File: config.mk
export PLATFORM = sky130hd
export DESIGN_NAME = ict_sequencer
export DESIGN_NICKNAME = d
export VERILOG_FILES = /design/src/verilog/ict_pkg.sv /design/src/verilog/ict_bus_pacer.sv /design/src/verilog/ict_sequencer.sv
export VERILOG_INCLUDE_DIRS = /design/src /design/src/verilog
export SDC_FILE = /design/constraint.sdc
export NUM_CORES = 1
export LEC_CHECK = 0
export ABC_AREA = 1
export BUFFER_PORTS_ARGS = -buffer_cell sky130_fd_sc_hd__buf_4
export CAP_MARGIN = 0
export CORE_AREA = 2 2 103 65
export CTS_CLUSTER_SIZE = 28
export DETAILED_ROUTE_END_ITERATION = 10
export DIE_AREA = 0 0 105 67
export GPL_TIMING_DRIVEN = 0
export PLACE_DENSITY = 0.89
export SLEW_MARGIN = 20
export SYNTH_ARGS = -nofsm -noshare
export SYNTH_HDL_FRONTEND = slang
export SYNTH_SLANG_ARGS = --single-unit
File: constraint.sdc
create_clock -name ref_clk -period 4.8 [get_ports ref_clk]
set_input_delay 0.24 -clock ref_clk [delete_from_list [all_inputs] [get_ports ref_clk]]
set_output_delay 0.24 -clock ref_clk [all_outputs]
set_load 0.02 [all_outputs]
File: src/verilog/ict_timing_defs.svh
// timing constants for the instruction cycle timing sequencer
`ifndef ICT_TIMING_DEFS_SVH
`define ICT_TIMING_DEFS_SVH

// ****************************************************************
// shift and rotate base counts
// ****************************************************************
`define ICT_SHIFT_BW_CLK 8'h06
`define ICT_SHIFT_L_CLK 8'h08
`define ICT_SHIFT_MEM_CLK 8'h08

// ****************************************************************
// single operand counts
// ****************************************************************
`define ICT_SGL_REG_CLK 8'h04
`define ICT_SGL_REGL_CLK 8'h06
`define ICT_SGL_MEM_CLK 8'h08
`define ICT_SGL_MEML_CLK 8'h0c
`define ICT_TAS_MEM_CLK 8'h0e

// ****************************************************************
// effective address indirect cost and move long figures
// ****************************************************************
`define ICT_EA_IND_BW_CLK 8'h04
`define ICT_EA_IND_L_CLK 8'h08
`define ICT_MV_INDEX_CLK 8'h0e
`define ICT_MV_ABSL_CLK 8'h10
`define ICT_MOVL_RR_CLK 8'h04
`define ICT_MOVL_RI_CLK 8'h0c
`define ICT_MOVL_AA_CLK 8'h24
`define ICT_MOVL_XD_CLK 8'h12

`endif

File: src/verilog/ict_pkg.sv
// types shared by the instruction cycle timing sequencer
package ict_pkg;
    // ****************************************************************
    // operation classes
    // ****************************************************************
    typedef enum logic [3:0] {
        ICT_OP_SHIFT,
        ICT_OP_CLEAR,
        ICT_OP_NEGATE,
        ICT_OP_NEGATE_EXT,
        ICT_OP_INVERT,
        ICT_OP_DEC_NEGATE,
        ICT_OP_SET_COND,
        ICT_OP_TEST_SET,
        ICT_OP_TEST,
        ICT_OP_MOVE_LONG
    } ict_op_type;

    typedef enum logic [1:0] {
        ICT_SZ_BYTE,
        ICT_SZ_WORD,
        ICT_SZ_LONG
    } ict_size_type;

    // move long operand forms
    typedef enum logic [2:0] {
        ICT_MV_REG,
        ICT_MV_IND,
        ICT_MV_INDEX,
        ICT_MV_ABS_LONG
    } ict_mv_type;
endpackage

File: src/verilog/ict_bus_pacer.sv
// bus cycle pacer: spreads reads and writes over an instruction's clocks
`timescale 1ns/1ps
`default_nettype none
module ict_bus_pacer (
    // clock and reset
    input wire logic ref_clk,
    input wire logic srst,
    // plan
    input wire logic load,
    input wire logic [7:0] totalClk,
    input wire logic [3:0] readCnt,
    input wire logic [3:0] writeCnt,
    // status
    output logic busy,
    output logic readStrobe,
    output logic writeStrobe,
    output logic done
);
    logic [7:0] clkLeft, next_clkLeft;
    logic [3:0] rdLeft, next_rdLeft;
    logic [3:0] wrLeft, next_wrLeft;
    logic next_busy, next_readStrobe, next_writeStrobe, next_done;

    // one bus cycle per four clocks, reads first, all within the total
    always_comb begin
        next_clkLeft = clkLeft;
        next_rdLeft = rdLeft;
        next_wrLeft = wrLeft;
        next_busy = busy;
        next_readStrobe = 1'b0;
        next_writeStrobe = 1'b0;
        next_done = 1'b0;
        if (load) begin
            next_clkLeft = totalClk;
            next_rdLeft = readCnt;
            next_wrLeft = writeCnt;
            next_busy = 1'b1;
        end else if (busy) begin
            next_clkLeft = clkLeft - 8'h01;
            if (clkLeft[1:0] == 2'h0 && rdLeft != 4'h0) begin
                next_rdLeft = rdLeft - 4'h1;
                next_readStrobe = 1'b1;
            end else if (clkLeft[1:0] == 2'h0 && wrLeft != 4'h0) begin
                next_wrLeft = wrLeft - 4'h1;
                next_writeStrobe = 1'b1;
            end
            if (clkLeft == 8'h01) begin
                next_busy = 1'b0;
                next_done = 1'b1;
            end
        end
    end

    always_ff @(posedge ref_clk) begin
        if (srst) begin
            clkLeft <= 8'h00;
            rdLeft <= 4'h0;
            wrLeft <= 4'h0;
            busy <= 1'b0;
            readStrobe <= 1'b0;
            writeStrobe <= 1'b0;
            done <= 1'b0;
        end else begin
            clkLeft <= next_clkLeft;
            rdLeft <= next_rdLeft;
            wrLeft <= next_wrLeft;
            busy <= next_busy;
            readStrobe <= next_readStrobe;
            writeStrobe <= next_writeStrobe;
            done <= next_done;
        end
    end
endmodule
`default_nettype wire

File: src/verilog/ict_sequencer.sv
// instruction cycle timing sequencer
`timescale 1ns/1ps
`default_nettype none
`include "ict_timing_defs.svh"
module ict_sequencer (
    // clock and reset
    input wire logic ref_clk,
    input wire logic srst,
    // instruction request
    input wire logic start,
    input wire ict_pkg::ict_op_type opClass,
    input wire ict_pkg::ict_size_type opSize,
    input wire logic memOperand,
    input wire logic condTrue,
    input wire logic countFromReg,
    input wire logic [2:0] countField,
    input wire logic [5:0] countReg,
    input wire ict_pkg::ict_mv_type moveSrc,
    input wire ict_pkg::ict_mv_type moveDst,
    input wire logic indexLong,
    // address calculation cost
    input wire logic [7:0] eaClk,
    input wire logic [3:0] eaReads,
    input wire logic [3:0] eaWrites,
    // status
    output logic busy,
    output logic busRead,
    output logic busWrite,
    output logic done,
    output logic illegalForm,
    output logic [7:0] cycleTotal
);
    import ict_pkg::*;

    typedef enum logic [1:0] {ICT_IDLE, ICT_LOAD, ICT_RUN} ict_state_type;

    ict_state_type state, next_state;
    logic [7:0] plannedClk, next_plannedClk;
    logic [3:0] plannedRd, next_plannedRd;
    logic [3:0] plannedWr, next_plannedWr;
    logic next_illegalForm;
    logic [7:0] next_cycleTotal;
    logic pacerLoad, pacerRead, pacerWrite, pacerDone;
    logic next_busy;
    logic [7:0] baseClk;
    logic [3:0] baseRd, baseWr;
    logic useEa, bad;
    logic [5:0] shiftN;

    // ****************************************************************
    // helpers
    // ****************************************************************
    // long move cost of one operand side beyond register form
    function automatic logic [7:0] mv_side_clk(input ict_mv_type m);
        case (m)
            ICT_MV_REG: mv_side_clk = 8'h00;
            ICT_MV_IND: mv_side_clk = `ICT_EA_IND_L_CLK;
            ICT_MV_INDEX: mv_side_clk = `ICT_MV_INDEX_CLK;
            ICT_MV_ABS_LONG: mv_side_clk = `ICT_MV_ABSL_CLK;
            default: mv_side_clk = 8'h00;
        endcase
    endfunction

    function automatic logic [3:0] mv_side_rd(input ict_mv_type m);
        case (m)
            ICT_MV_REG: mv_side_rd = 4'h0;
            ICT_MV_IND: mv_side_rd = 4'h2;
            ICT_MV_INDEX: mv_side_rd = 4'h3;
            ICT_MV_ABS_LONG: mv_side_rd = 4'h4;
            default: mv_side_rd = 4'h0;
        endcase
    endfunction

    // ****************************************************************
    // base timing decode
    // ****************************************************************
    always_comb begin
        // immediate zero field means eight
        shiftN = countFromReg ? countReg : {2'h0, countField};
        if (!countFromReg && countField == 3'h0) begin
            shiftN = 6'h08;
        end
        baseClk = `ICT_SGL_REG_CLK;
        baseRd = 4'h1;
        baseWr = 4'h0;
        useEa = memOperand;
        bad = 1'b0;
        case (opClass)
            ICT_OP_SHIFT: begin
                if (memOperand) begin
                    baseClk = `ICT_SHIFT_MEM_CLK;
                    baseWr = 4'h1;
                    bad = (opSize != ICT_SZ_WORD);
                end else if (opSize == ICT_SZ_LONG) begin
                    baseClk = `ICT_SHIFT_L_CLK + {1'b0, shiftN, 1'b0};
                end else begin
                    baseClk = `ICT_SHIFT_BW_CLK + {1'b0, shiftN, 1'b0};
                end
            end
            ICT_OP_CLEAR, ICT_OP_NEGATE, ICT_OP_NEGATE_EXT, ICT_OP_INVERT: begin
                if (memOperand) begin
                    baseClk = (opSize == ICT_SZ_LONG) ? `ICT_SGL_MEML_CLK
                                                      : `ICT_SGL_MEM_CLK;
                    baseWr = (opSize == ICT_SZ_LONG) ? 4'h2 : 4'h1;
                end else begin
                    baseClk = (opSize == ICT_SZ_LONG) ? `ICT_SGL_REGL_CLK
                                                      : `ICT_SGL_REG_CLK;
                end
            end
            ICT_OP_DEC_NEGATE: begin
                baseClk = memOperand ? `ICT_SGL_MEM_CLK : `ICT_SGL_REGL_CLK;
                baseWr = memOperand ? 4'h1 : 4'h0;
            end
            ICT_OP_SET_COND: begin
                if (memOperand) begin
                    baseClk = `ICT_SGL_MEM_CLK;
                    baseWr = 4'h1;
                end else begin
                    baseClk = condTrue ? `ICT_SGL_REGL_CLK : `ICT_SGL_REG_CLK;
                end
            end
            ICT_OP_TEST_SET: begin
                baseClk = memOperand ? `ICT_TAS_MEM_CLK : `ICT_SGL_REG_CLK;
                baseRd = memOperand ? 4'h2 : 4'h1;
                baseWr = memOperand ? 4'h1 : 4'h0;
            end
            ICT_OP_TEST: begin
                baseClk = `ICT_SGL_REG_CLK;
            end
            ICT_OP_MOVE_LONG: begin
                // register form plus each memory side; index size unused
                useEa = 1'b0;
                baseClk = `ICT_MOVL_RR_CLK + mv_side_clk(moveSrc)
                          + mv_side_clk(moveDst);
                baseRd = 4'h1 + mv_side_rd(moveSrc) + mv_side_rd(moveDst);
                baseWr = (moveDst == ICT_MV_REG) ? 4'h0 : 4'h2;
                // a memory destination writes its two words instead of reading them
                if (moveDst != ICT_MV_REG) begin
                    baseRd = baseRd - 4'h2;
                end
            end
            default: bad = 1'b1;
        endcase
    end

    // ****************************************************************
    // sequencing state
    // ****************************************************************
    always_comb begin
        next_state = state;
        next_plannedClk = plannedClk;
        next_plannedRd = plannedRd;
        next_plannedWr = plannedWr;
        next_illegalForm = 1'b0;
        next_cycleTotal = cycleTotal;
        next_busy = busy;
        pacerLoad = 1'b0;
        case (state)
            ICT_IDLE: begin
                if (start && bad) begin
                    next_illegalForm = 1'b1;
                end else if (start) begin
                    next_plannedClk = baseClk + (useEa ? eaClk : 8'h00);
                    next_plannedRd = baseRd + (useEa ? eaReads : 4'h0);
                    next_plannedWr = baseWr + (useEa ? eaWrites : 4'h0);
                    next_busy = 1'b1;
                    next_state = ICT_LOAD;
                end
            end
            ICT_LOAD: begin
                pacerLoad = 1'b1;
                next_cycleTotal = plannedClk;
                next_state = ICT_RUN;
            end
            ICT_RUN: begin
                if (pacerDone) begin
                    next_busy = 1'b0;
                    next_state = ICT_IDLE;
                end
            end
            default: next_state = ICT_IDLE;
        endcase
    end

    always_ff @(posedge ref_clk) begin
        if (srst) begin
            state <= ICT_IDLE;
            plannedClk <= 8'h00;
            plannedRd <= 4'h0;
            plannedWr <= 4'h0;
            illegalForm <= 1'b0;
            cycleTotal <= 8'h00;
            busy <= 1'b0;
            busRead <= 1'b0;
            busWrite <= 1'b0;
            done <= 1'b0;
        end else begin
            state <= next_state;
            plannedClk <= next_plannedClk;
            plannedRd <= next_plannedRd;
            plannedWr <= next_plannedWr;
            illegalForm <= next_illegalForm;
            cycleTotal <= next_cycleTotal;
            busy <= next_busy;
            busRead <= pacerRead;
            busWrite <= pacerWrite;
            done <= pacerDone;
        end
    end

    // bus cycle spreading over the planned clocks
    ict_bus_pacer u_ict_bus_pacer (
        .ref_clk(ref_clk),
        .srst(srst),
        .load(pacerLoad),
        .totalClk(plannedClk),
        .readCnt(plannedRd),
        .writeCnt(plannedWr),
        .busy(),
        .readStrobe(pacerRead),
        .writeStrobe(pacerWrite),
        .done(pacerDone)
    );
endmodule
`default_nettype wire

# Word level (Yosys, flattened, before mapping)

Index checks and enable logic that the tools add are counted.
Widths: inputs -> output; s select.

Bits in registers: 51
Output and inout bits: 13

Equality and inequality tests: 24
Add/sub/neg operators: 13
Reduce and logical (&&, ||, !) cells: 28
Multiplexer cells: 59
Bitwise logic cells: 3

Operators by type and width:

| kind                | count |
|---|---|
| $mux 4              | 16 |
| $mux 8              | 7 |
| $pmux 8 s6          | 1 |
| $pmux 5 s3          | 2 |
| $mux 2              | 9 |
| $pmux 3 s3          | 2 |
| $add 8x8->8         | 2 |
| $eq 4x3->1 const B  | 4 |
| $mux 1              | 14 |
| $add 4x4->4         | 3 |
| $eq 3x2->1 const B  | 4 |
| $mux 6              | 2 |
| $pmux 2 s3          | 2 |
| $reduce_or 4->1     | 3 |
| $reduce_and 3->1    | 3 |
| $reduce_or 9->1     | 1 |
| $add 3x7->8 const A | 1 |
| $add 3x8->8 const A | 1 |
| $add 4x7->8 const A | 1 |
| $eq 4x2->1 const B  | 2 |
| $eq 4x4->1 const B  | 2 |
| $eq 8x1->1 const B  | 1 |
| $pmux 4 s2          | 1 |
| $reduce_bool 2->1   | 4 |
| other kinds (24)    | 39 |

# Depth between registers and ports, before layout

Gate-level depths: netlist of run 1.

Depth in word-level cells: 9
Mapped depth: 23
Depth with buffers taken out: 23

# By module

A second synthesis of run 1 with hierarchy kept.

Cell total of the unflattened synthesis: 573
Area total of the unflattened synthesis: 3678.5 um^2

By module, submodules not included:

| module        | area an instance (um^2) | times used | cells each |
|---|---|---|---|
| ict_sequencer | 2481.1                  | 1          | 393 |
| ict_bus_pacer | 1197.4                  | 1          | 180 |

# Worst setup path after synthesis of run 1

Ideal clock, no wire load.

Kind: input-to-reg
Start point: in moveDst[0]
End point: reg plannedRd[3]
Buffers on the path: 0
Setup slack: 1.747 ns
Data required time: 4.689 ns
Stages on the path: 16
Arrival: 2.941 ns
Cell sequence: nor3_1 inv_1 ha_1 fa_1 or2_2 nand2_1 ha_1 a21oi_1 a21boi_0 ha_1 a21oi_1 nand2_1 nand3_1 nand2_1 nor2_1 nor2_1

Word-level cells in the longest chain between the ends: 8
Elaborated cells between the ends (all ways): 11

Ends and longest elaborated chain:

| what                                     | RTL line             | source |
|---|---|---|
| start: declaration                       | ict_sequencer.sv:19  | `input wire ict_pkg::ict_mv_type moveDst,` |
| $eq 3x2->1 or $eq 3x1->1 (tied branches) | ict_sequencer.sv:65  | `case (m)` |
| $pmux 3 s3                               | ict_sequencer.sv:65  |  |
| $mux 4                                   | ict_sequencer.sv:88  | `case (opClass)` |
| $add 4x4->4                              | ict_sequencer.sv:135 | `baseRd = 4'h1 + mv_side_rd(moveSrc) + mv_side_rd(moveDst);` |
| $sub 4x2->4                              | ict_sequencer.sv:139 | `baseRd = baseRd - 4'h2;` |
| $mux 4 (*)                               | ict_sequencer.sv:138 | `if (moveDst != ICT_MV_REG) begin` |
| $pmux 4 s2 (*)                           | ict_sequencer.sv:88  |  |
| $add 4x4->4 (*)                          | ict_sequencer.sv:164 | `next_plannedRd = baseRd + (useEa ? eaReads : 4'h0);` |
| end signal: assignment                   | ict_sequencer.sv:200 | `plannedRd <= next_plannedRd;` |
| end: declaration                         | ict_sequencer.sv:39  | `logic [3:0] plannedRd, next_plannedRd;` |

Every way passes the cells marked *; elsewhere a longest branch is shown, timed or not. The select of a mux whose other input is x is not followed.
A chain may end at the register's enable or synchronous reset.

# Worst setup path after layout of run 1

Start point: in moveDst[0]
End point: reg plannedClk[7]

Word-level cells in the longest chain between the ends: 6
Elaborated cells between the ends (all ways): 8

Ends and longest elaborated chain:

| what                                     | RTL line             | source |
|---|---|---|
| $eq 3x2->1 or $eq 3x1->1 (tied branches) | ict_sequencer.sv:55  | `case (m)` |
| $pmux 5 s3 (*)                           | ict_sequencer.sv:55  |  |
| $mux 8 (*)                               | ict_sequencer.sv:88  |  |
| $add 8x8->8 (no line) (*)                | -                    |  |
| $pmux 8 s6 (*)                           | ict_sequencer.sv:88  |  |
| $add 8x8->8 (*)                          | ict_sequencer.sv:163 | `next_plannedClk = baseClk + (useEa ? eaClk : 8'h00);` |
| end signal: assignment                   | ict_sequencer.sv:199 | `plannedClk <= next_plannedClk;` |
| end: declaration                         | ict_sequencer.sv:38  | `logic [7:0] plannedClk, next_plannedClk;` |

Marked as above.

==> flow_summary_export.csv, run 1 <==
group,metric,value,unit
sta,timing_hold_violations_final,0,
global_routing,grt_pass1_vias,3459,
setup_path,cp_data_arrival_time,3.57,ns
power_and_ir_drop,leakage,2.133,nW
setup_path,crit_fanout,4,
place,place_inst,683,
drt,post_drt_wl_per_cell,13.42,um
synth,yosysUniqueCellTypes,40,
synth,synthFlopType,"dfxtp_1",
clock_tree,ctsHtreeMaxLevel,2,
job,maxCapViolations,0,
drt,routed_wl,9.272,mm
sta,worst_hold_slack,0.2089,ns
die,std_cell_rows,22,
power_and_ir_drop,p_total,1.023,mW
drt,num_vias,3726,
die,chipWidth,105,um
clock_tree,root_buffer,"clkbuf_8",
synth,synth_top_cell_by_area,"dfxtp_1",
power_and_ir_drop,pwr_density_cell,244.8,nW/um2
clock_tree,post_cts_resize_count,0,
sta,maxSlewHeadroom,58.17,%
place,place.gp.congestion,0.9705,
sta,setup_violations,0,
clock_tree,cts_tree,"built",
synth,synth_seq_cells,51,
global_routing,grt_first_pass_wirelength,15.52,mm
setup_path,crit_start,"moveDst[0]",
clock_tree,clk_latency,0.31,ns
synth,synth_edf_count,0,
drt,via_per_inst,5.392,
setup_path,end_kind,"register",
final_layout,final_cell_area,4178,um2
drt,drtIter0Drc,317,
place,place_area,4089,um2
die,dieArea,7035,um2
synth,async_flop_share,0,%
clock_tree,cts_hold_buf,0,
place,portBuffers,53,
clock_tree,cts.sink_count,51,
die,initial_core_util,59.76,%
final_layout,final_cells,691,
clock_tree,numCtsBuffers,5,
clock_tree,clk_path_buf_depth,2,
synth,synth_fp_nets,620,
sta,tns,0,ns
synth,synth.top_cell.area_share,28.47,%
place,dpl.hpwl,7.474,mm
drt,drt_first_pass_iters,5,
global_routing,grt-ovfl-total,0,
setup_path,rr_startpoint,"u_ict_bus_pacer.rdLeft[0]",
power_and_ir_drop,ir_drop,161.0,uV
sta,timing.final.crit_share,69.79,%
drt,detail-route-antenna-nets,0,
final_layout,area_delta_synth_final,16.50,%
setup_path,path_cells,"buf_4 > nor3_1 > inv_1 > o21ai_0 > ha_1 > inv_1 > fa_1 > inv_1 > a21oi_1 > nand2_1 > a21oi_1 > o21ai_0 > o21ai_0 > ha_1 > nand2_1 > inv_1 > o21ai_0 > nand3_1 > nand3_1 > nand3_1 > nand2_1 > inv_1",
setup_path,worstPathRequired,5.02,ns
setup_path,max_stage_delay,0.51,ns
sta,tightest_slew,0.6275,ns
drt,drc,0,
die,chipHeight,67,um
place,dp_slack,1.170,ns
sta,rsz0062_at_grt,"no",
global_routing,antenna_found_initial,0,
setup_path,crit_top_cell,"inv_1",
sta,fin_crit,3.350,ns
die,num_io_pins,57,
clock_tree,clk_pin_slew,0.10,ns
setup_path,critPathLaunchType,"input pin",
hold_path,hp-class,"input pin to register",
die,coreArea,6001,um2
synth,synth.top_cells.by_area,"dfxtp_1 28%, nand2_1 14%, inv_1 9.4%",
synth,netlist_area,3586,um2
final_layout,diodes,0,
sta,skew,0.005919,ns
synth,yosysSeqAreaShare,28.47,%
final_layout,drive_gt1_share,14.00,%
synth,synth_cells,546,
sta,drv_slew,0,
final_layout,fin_util,69.62,%
hold_path,hold_path_startpoint,"start",
synth,synth_warnings,0,
synth,syn_avg_cell_area,6.568,um2
clock_tree,post_cts_buffers,0,
sta,layout_setup_ws,1.450,ns
sta,timing.fmax,0.2985,GHz
final_layout,nNetsFinal,680,
outcome,status,"complete, no violations",
global_routing,grt_start_max_net_pins,17,
global_routing,grt_usage,27.72,%
setup_path,cp_slowest_cell,"fa_1",
setup_path,crit_type,"input pin to register",
[synthesized netlist by cell type (all sizes together) (2+ instances only)]
| cell type | count |
|---|---|
| nand2 | 133 |
| inv | 96 |
| nor2 | 56 |
| dfxtp | 51 |
| a21oi | 46 |
| o21ai | 41 |
| nand3 | 30 |
| ha | 24 |
| xor2 | 10 |
| nor3 | 8 |
| buf | 6 |
| fa | 6 |
| nand4 | 6 |
| clkbuf | 5 |
| or2 | 4 |
| xnor2 | 4 |
| a211oi | 3 |
| a31oi | 3 |
| o211ai | 2 |
| o21a | 2 |
| o22ai | 2 |
[final cells by class]
type | instances | area [um2]
timing repair buffer | 53 | 397.9
clock inverter | 3 | 20.02
multi-input combinational | 388 | 2150
fill | 538 | 1823
sequential | 51 | 1021
buffer | 11 | 55.05
tap | 84 | 105.1
clock buffer | 5 | 68.82
inverter | 96 | 360.3
[final timing paths]
path                               endpoint  slack (ns)  depth (start not counted)
setup / recovery              plannedClk[7]        1.45                         22
setup reg to reg  u_ict_bus_pacer.rdLeft[1]        3.07                         10
hold / removal                  illegalForm        0.21                          3
hold reg to reg                    busWrite        0.41                          2
[state kept, by name, indices dropped and copies added, names as in the netlist, 2 cells and up]
signal and count:
cycleTotal 8, u_ict_bus_pacer.wrLeft 4, plannedWr 4, u_ict_bus_pacer.rdLeft 4, plannedRd 4, plannedClk 8
state 2, u_ict_bus_pacer.clkLeft 8
[per-layer routing]
layer  wire length (um)  vias to the layer above  share of wire (%)  GRT usage, %
met1               4385                     1693                 47         38.30
met3                938                       11                 10         4.501
met4                 78                        0               0.84         5.667
met5                  0                        -                  0             0
met2               3868                      167                 42         46.10
li1                   -                     1855                  -             -
[where the power goes]
group | total [mW] | switching [mW] | internal [mW]
clock | 0.250 | 0.148 | 0.102
combinational | 0.305 | 0.188 | 0.118
sequential | 0.467 | 0.0168 | 0.450
[critical path, delay by kind of cell]
| family | cells | cell delay [ns] |
|---|---|---|
| AO/OA/AOI/OAI | 6 | 0.78 |
| buffers and inverters | 6 | 0.53 |
| adder cells (fa/ha/maj) | 3 | 1.10 |
| AND/OR/NAND/NOR | 7 | 0.92 |
[cell usage in the layout, fill, tap and decap left out, types with 6 or more instances in the layout]
cell type	n
xor2_1	10
fa_1	6
nor3_1	8
buf_4	53
inv_2	6
nand4_1	6
nand3_1	29
dfxtp_1	51
nor2_1	51
a21oi_1	43
inv_1	90
o21ai_0	41
nand2_1	131
ha_1	24
[logic make-up (layout without fill, tap and decap cells)]
family,Yosys count,count (layout),share of synthesized area [%]
adder cells (fa/ha/maj),30,30,11.72
XOR/XNOR,14,14,3.419
AND/OR/NAND/NOR,239,239,28.51
flip-flops,51,51,28.47
AO/OA/AOI/OAI,105,105,16.30
buffers and inverters,107,168,11.58
Power figures use the tool's default switching activity.
==> run 2, diff against run 1 <==
--- a/config.mk
+++ b/config.mk
@@ -9,12 +9,12 @@
 export ABC_AREA = 1
 export BUFFER_PORTS_ARGS = -buffer_cell sky130_fd_sc_hd__buf_4
 export CAP_MARGIN = 0
-export CORE_AREA = 2 2 103 65
+export CORE_AREA = 2 2 111 70
 export CTS_CLUSTER_SIZE = 28
 export DETAILED_ROUTE_END_ITERATION = 10
-export DIE_AREA = 0 0 105 67
+export DIE_AREA = 0 0 113 72
 export GPL_TIMING_DRIVEN = 0
-export PLACE_DENSITY = 0.89
+export PLACE_DENSITY = 0.81
 export SLEW_MARGIN = 20
 export SYNTH_ARGS = -nofsm -noshare
 export SYNTH_HDL_FRONTEND = slang
==> constraint.sdc (replaced) <==
create_clock -name ref_clk -period 2.7 [get_ports ref_clk]
set_input_delay 0.135 -clock ref_clk [delete_from_list [all_inputs] [get_ports ref_clk]]
set_output_delay 0.135 -clock ref_clk [all_outputs]
set_load 0.02 [all_outputs]
==> run 2 against run 1 <==
Effect of this change: sequential share of layout area down 1.3 points; critical path depth decreased by 4; non-clock buffer count grew 9; the flow now finishes with violations (design-rule violations); worst hold slack worse by 0.091 ns.
==> flow_summary_export.csv, run 2 (synthesis results as in run 1) <==
group,metric,value,unit
outcome,status,"finished, violations left",
outcome,violations,"design-rule violations",
setup_path,end_kind,"register",
setup_path,crit_fanout,4,
sta,timing.fmax,0.3730,GHz
drt,routed_wl,9.746,mm
power_and_ir_drop,p_total,2.045,mW
clock_tree,clk_pin_slew,0.07,ns
die,coreArea,7087,um2
clock_tree,cts.sink_count,51,
final_layout,drive_gt1_share,19.32,%
power_and_ir_drop,pwr_density_cell,463.1,nW/um2
clock_tree,root_buffer,"clkbuf_16",
final_layout,diodes,0,
final_layout,area_delta_synth_final,23.17,%
drt,drc,2,
setup_path,critPathLaunchType,"input pin",
drt,num_vias,3775,
die,std_cell_rows,24,
place,portBuffers,53,
sta,timing.final.crit_share,99.30,%
sta,skew,0.007075,ns
place,place.gp.congestion,0.9620,
drt,detail-route-antenna-nets,0,
final_layout,mostFrequentLayoutCell,"nand2_1",
job,maxCapViolations,0,
setup_path,worstPathRequired,2.89,ns
sta,tightest_slew,0.6000,ns
sta,fin_crit,2.681,ns
drt,drtIter0Drc,329,
drt,drt_first_pass_iters,8,
setup_path,path_cells,"buf_8 > nor3_4 > inv_2 > o21ai_2 > ha_2 > inv_2 > fa_1 > inv_2 > a21oi_2 > nand2_2 > a21oi_2 > o21ai_2 > o21ai_2 > ha_4 > a21oi_1 > nand3_1 > xor2_1 > o21a_1",
final_layout,largestRegisters,"cycleTotal (8), plannedClk (8), u_ict_bus_pacer.clkLeft (8)",
clock_tree,clk_latency,0.29,ns
sta,rsz0062_at_grt,"yes",
final_layout,fillers,614,
final_layout,mostFrequentLayoutCells,"127 x nand2_1, 83 x inv_1, 60 x buf_4, 51 x nor2_1, 51 x dfxtp_1",
global_routing,grt_pass1_vias,3353,
die,chipWidth,113,um
clock_tree,cts_tree,"built",
final_layout,fin_util,62.32,%
die,dieArea,8136,um2
clock_tree,clk_path_buf_depth,2,
setup_path,crit_buf_inv,4,
global_routing,grt_first_pass_wirelength,15.88,mm
sta,setup_violations,0,
setup_path,cp_data_arrival_time,2.87,ns
die,chipHeight,72,um
global_routing,antenna_found_initial,0,
power_and_ir_drop,leakage,2.224,nW
sta,drv_slew,0,
clock_tree,ctsHtreeMaxLevel,2,
setup_path,crit_family,"adder cells",
power_and_ir_drop,ir_drop,269.4,uV
global_routing,grt_usage,24.01,%
die,initial_core_util,50.60,%
setup_path,max_stage_delay,0.54,ns
place,dpl.hpwl,7.478,mm
sta,maxSlewHeadroom,60.00,%
global_routing,grt_start_max_net_pins,16,
drt,post_drt_wl_per_cell,13.79,um
sta,timing_hold_violations_final,0,
setup_path,crit_type,"input pin to register",
final_layout,nNetsFinal,689,
drt,via_per_inst,5.339,
clock_tree,cts_hold_buf,0,
setup_path,cp_slowest_cell,"fa_1",
clock_tree,numCtsBuffers,5,
global_routing,grt-ovfl-total,0,
hold_path,hp-class,"input pin to register",
die,num_io_pins,57,
## run 2: layout make-up
class / instances / area [um2] / share of cell area, %
flip-flops and latches: 51 / 1021 / 23.12
inverters: 96 / 360.3 / 8.159
clock buffers: 7 / 142.6 / 3.229
well taps: 91 / 113.9 / 2.578
repair buffers: 62 / 476.7 / 10.79
clock inverters: 1 / 8.758 / 0.1983
plain buffers: 11 / 55.05 / 1.246
multi-input cells: 388 / 2238 / 50.68
## run 2: final timing paths
kind                            cells after the start                        start                         to  slack (ns)
worst max register to register                     10    u_ict_bus_pacer.rdLeft[0]  u_ict_bus_pacer.rdLeft[0]        0.90
worst min register to register                      2  u_ict_bus_pacer.writeStrobe                   busWrite        0.41
worst max-delay path                               18                   moveDst[2]              plannedClk[6]        0.02
worst min-delay path                                3                     eaClk[0]              plannedClk[0]        0.12
## run 2: power breakdown
group	internal, mW	switching (mW)	total [mW]
logic	0.223	0.348	0.570
registers	0.801	0.0287	0.830
clock network	0.371	0.274	0.645
## run 2: what timing repair did
action	in CTS	in global routing
gates resized for setup	4	19
buffers inserted	5	4
pin swaps	5	12
endpoints found under the setup margin	5	5
## run 2: layer usage
layer  vias up  GRT usage (%)  routed length (um)
li1       1878              -                   -
met2       128          38.12                4296
met3        11          3.843                 720
met1      1758          35.57                4668
met4         0          3.252                  60
met5         -              0                   0
## run 2: metrics by stage
step | hold WS, ns | instance area, um2 | cells | TNS (ns) | worst slack, ns
floorplan | 0.2822 | 3617 | 546 | 0 | 0.0007605
global placement | 0.3965 | 4129 | 690 | -1.787 | -0.3960
detailed placement | 0.4015 | 4129 | 690 | -2.200 | -0.4607
CTS | 0.1130 | 4328 | 703 | 0 | 0.009691
global route | 0.1219 | 4417 | 707 | -0.3254 | -0.1721
finish | 0.1184 | 4417 | 707 | 0 | 0.01884
## run 2: worst reg2reg max path, cell delays in order, from the launching register on
cell,delay (ns)
dfxtp_1,0.31
inv_1,0.07
ha_1,0.22
inv_1,0.07
nor2_1,0.04
nand2_1,0.10
nand2_1,0.09
o21ai_0,0.33
inv_1,0.18
o21ai_0,0.22
a21oi_1,0.06
==> run 3, diff against run 2 <==
--- a/config.mk
+++ b/config.mk
@@ -6,16 +6,16 @@
 export SDC_FILE = /design/constraint.sdc
 export NUM_CORES = 1
 export LEC_CHECK = 0
-export ABC_AREA = 1
 export BUFFER_PORTS_ARGS = -buffer_cell sky130_fd_sc_hd__buf_4
 export CAP_MARGIN = 0
-export CORE_AREA = 2 2 111 70
+export CORE_AREA = 2 2 110 69
 export CTS_CLUSTER_SIZE = 28
 export DETAILED_ROUTE_END_ITERATION = 10
-export DIE_AREA = 0 0 113 72
+export DIE_AREA = 0 0 112 71
 export GPL_TIMING_DRIVEN = 0
-export PLACE_DENSITY = 0.81
+export PLACE_DENSITY = 0.82
 export SLEW_MARGIN = 20
 export SYNTH_ARGS = -nofsm -noshare
 export SYNTH_HDL_FRONTEND = slang
+export SYNTH_HIERARCHICAL = 1
 export SYNTH_SLANG_ARGS = --single-unit
==> run 3 against run 2 <==
Effect of this change: the flow finishes with violations (negative setup slack); cell count shrank 18%; sequential share of layout area grew 0.11 points; synthesized cell count shrank 22%; total power shrank 0.63%; fmax shrank 1.5%; global-route usage grew 0.38 points; area after synthesis shrank 1.1%; via count shrank 9.8%; count of clock-buffer cells in the layout shrank 2; first-iteration DRC count shrank 3.6%; final area shrank 0.48%; critical path depth shrank 2; critical endpoint is now plannedClk[7].
==> flow_summary_export.csv, run 3 <==
group,metric,value,unit
outcome,status,"finished, violations left",
outcome,violations,"negative setup slack",
global_routing,grt_pass1_vias,3197,
synth,synth_edf_count,0,
die,std_cell_rows,24,
global_routing,grt_usage,24.38,%
power_and_ir_drop,ir_drop,298.0,uV
synth,synth_seq_cells,51,
clock_tree,clk_latency,0.30,ns
die,dieArea,7952,um2
place,place_inst,568,
drt,drtIter0Drc,317,
synth,syn_avg_cell_area,8.343,um2
synth,async_flop_share,0,%
final_layout,fillers,603,
synth,synth_warnings,6,
hold_path,hold_path_startpoint,"eaClk[0]",
place,portBuffers,52,
sta,layout_setup_ws,-0.02257,ns
synth,synth_top_cell_by_area,"dfxtp_1",
final_layout,mostFrequentLayoutCells,"59 x buf_4, 51 x dfxtp_1, 39 x nor2_1, 37 x nand2_1, 25 x inv_1",
final_layout,nNetsFinal,562,
synth,yosys-top-cells-count,"51 x dfxtp_1, 40 x nor2_1, 38 x nand2_1",
die,num_io_pins,57,
global_routing,grt_first_pass_wirelength,15.65,mm
sta,skew,0.01041,ns
setup_path,crit_fanout,3,
synth,yosysUniqueCellTypes,75,
sta,timing_hold_violations_final,0,
global_routing,antenna_found_initial,0,
setup_path,crit_type,"input pin to register",
synth,yosysSeqAreaShare,28.79,%
setup_path,critPathLaunchType,"input pin",
clock_tree,ctsHtreeMaxLevel,2,
setup_path,rr_startpoint,"state[1]",
hold_path,hold_end,"plannedClk[0]",
sta,timing.final.crit_share,100.8,%
global_routing,grt-ovfl-total,0,
synth,synth.top_cell.area_share,28.79,%
synth,synth_fp_nets,497,
final_layout,area_delta_synth_final,23.96,%
sta,maxSlewHeadroom,55.52,%
synth,synth.top_cells.by_area,"dfxtp_1 29%, ha_1 8.5%, nor2_1 4.2%",
job,maxCapViolations,0,
hold_path,holdPathStages,3,
power_and_ir_drop,leakage,1.861,nW
drt,drc,0,
die,initial_core_util,50.46,%
hold_path,hp-class,"input pin to register",
setup_path,r2r_cells,8,
clock_tree,cts_hold_buf,0,
synth,netlist_area,3546,um2
clock_tree,numCtsBuffers,5,
setup_path,crit_family,"simple AND/OR/NAND/NOR gates",
drt,detail-route-antenna-nets,0,
setup_path,rrSetupSlack,0.27,ns
sta,setup_violations,1,
place,place.gp.congestion,0.8707,
setup_path,worstPathRequired,2.91,ns
clock_tree,root_buffer,"clkbuf_16",
place,dp_slack,-0.5297,ns
clock_tree,cts_tree,"built",
synth,yosysMostFrequentCell,"dfxtp_1",
die,chipWidth,112,um
clock_tree,clk_path_buf_depth,2,
drt,routed_wl,9.533,mm
sta,tightest_slew,0.6673,ns
final_layout,diodes,0,
setup_path,max_stage_delay,0.36,ns
drt,num_vias,3405,
drt,drt_first_pass_iters,5,
synth,synthFlopType,"dfxtp_1",
sta,timing.fmax,0.3673,GHz
final_layout,final_cells,582,
setup_path,path_cells,"buf_4 > nor3b_4 > inv_2 > ha_2 > inv_2 > xnor3_2 > inv_1 > ha_1 > nand2_1 > o21ai_0 > ha_1 > nor2b_1 > o21a_1 > o211a_1 > or3_1 > a311oi_2",
setup_path,crit_buf_inv,4,
sta,fin_crit,2.723,ns
final_layout,drive_gt1_share,25.05,%
drt,via_per_inst,5.851,
drt,post_drt_wl_per_cell,16.38,um
place,dpl.hpwl,7.208,mm
clock_tree,clk_pin_slew,0.07,ns
sta,rsz0062_at_grt,"yes",
setup_path,end_kind,"register",
final_layout,largestRegisters,"cycleTotal (8), plannedClk (8), u_ict_bus_pacer/clkLeft (8)",
sta,drv_slew,0,
setup_path,cp_data_arrival_time,2.93,ns
synth,synth_cells,425,
global_routing,grt_start_max_net_pins,19,
die,chipHeight,71,um
clock_tree,cts.sink_count,51,
setup_path,cp_slowest_cell,"or3_1",
die,coreArea,7027,um2
power_and_ir_drop,pwr_density_cell,462.4,nW/um2
final_layout,mostFrequentLayoutCell,"buf_4",
setup_path,reg2reg_to,"u_ict_bus_pacer/clkLeft[0]",
run 3: final cells by class:
| type | instances | area (um2) | share of cell area, % |
|---|---|---|---|
| Inverter | 30 | 116.4 | 2.647 |
| Clock buffer | 5 | 125.1 | 2.847 |
| Timing Repair Buffer | 58 | 435.4 | 9.906 |
| Clock inverter | 3 | 26.28 | 0.5978 |
| Multi-Input combinational cell | 323 | 2459 | 55.94 |
| Buffer | 21 | 98.84 | 2.249 |
| Sequential cell | 51 | 1021 | 23.23 |
| Tap cell | 91 | 113.9 | 2.590 |
run 3: per-layer routing:
metal | routed length [um] | GRT usage (%)
met1 | 4675 | 36.06
met2 | 3993 | 37.44
met3 | 736 | 5.056
met4 | 127 | 4.336
met5 | 0 | 0
run 3: cells by family after synthesis:
| group | synth area share (%) |
|---|---|
| fa+ha+maj | 11.01 |
| simple gates | 23.04 |
| compound gates | 20.47 |
| buf+inv | 5.928 |
| xor+xnor | 6.457 |
| mux | 4.305 |
| flops | 28.79 |
run 3: worst max path at each step:
stage                     from  cells past startpoint  slack [ns]            end
floorplan           moveSrc[0]                     13       -0.08  plannedClk[7]
global placement    moveSrc[0]                     16       -0.48  plannedClk[7]
detailed placement  moveSrc[0]                     16       -0.53  plannedClk[7]
CTS                 moveSrc[2]                     14       0.005  plannedClk[7]
global route        moveSrc[0]                     16       -0.13  plannedClk[7]
finish              moveSrc[0]                     16       -0.02  plannedClk[7]
run 3: metrics by stage:
step | cell area (um2) | TNS [ns] | total power, mW | hold WS [ns] | util (%)
floorplan | 3627 | -0.07697 | 1.193 | 0.2869 | -
CTS | 4339 | 0 | 2.017 | 0.1081 | 61.75
finish | 4395 | -0.02257 | 2.032 | 0.1115 | 62.55
global route | 4395 | -0.1953 | 2.133 | 0.1347 | 62.55
global placement | 4131 | -1.077 | 1.330 | 0.4182 | 58.80
detailed placement | 4131 | -1.457 | 1.349 | 0.4202 | 58.80
run 3: repair_timing:
action,CTS,global route
resized for setup,6,14
buffers inserted,5,1
endpoints found under the hold margin,0,0
setup endpoints to repair,1,14
pin swaps,4,4
run 3: power by group:
group / total [mW] / leakage [nW] / internal [mW] / switching (mW)
registers: 0.839 / 0.415 / 0.797 / 0.0419
clock network: 0.653 / 0.0748 / 0.352 / 0.301
logic: 0.540 / 1.37 / 0.251 / 0.289
total: 2.03 / 1.86 / 1.40 / 0.632
run 3: worst min-delay path: cells and delay by family:
kind                   cells  cell delay, ns
buffers and inverters      1            0.11
AO/OA/AOI/OAI              1            0.06
AND/OR/NAND/NOR            1            0.05
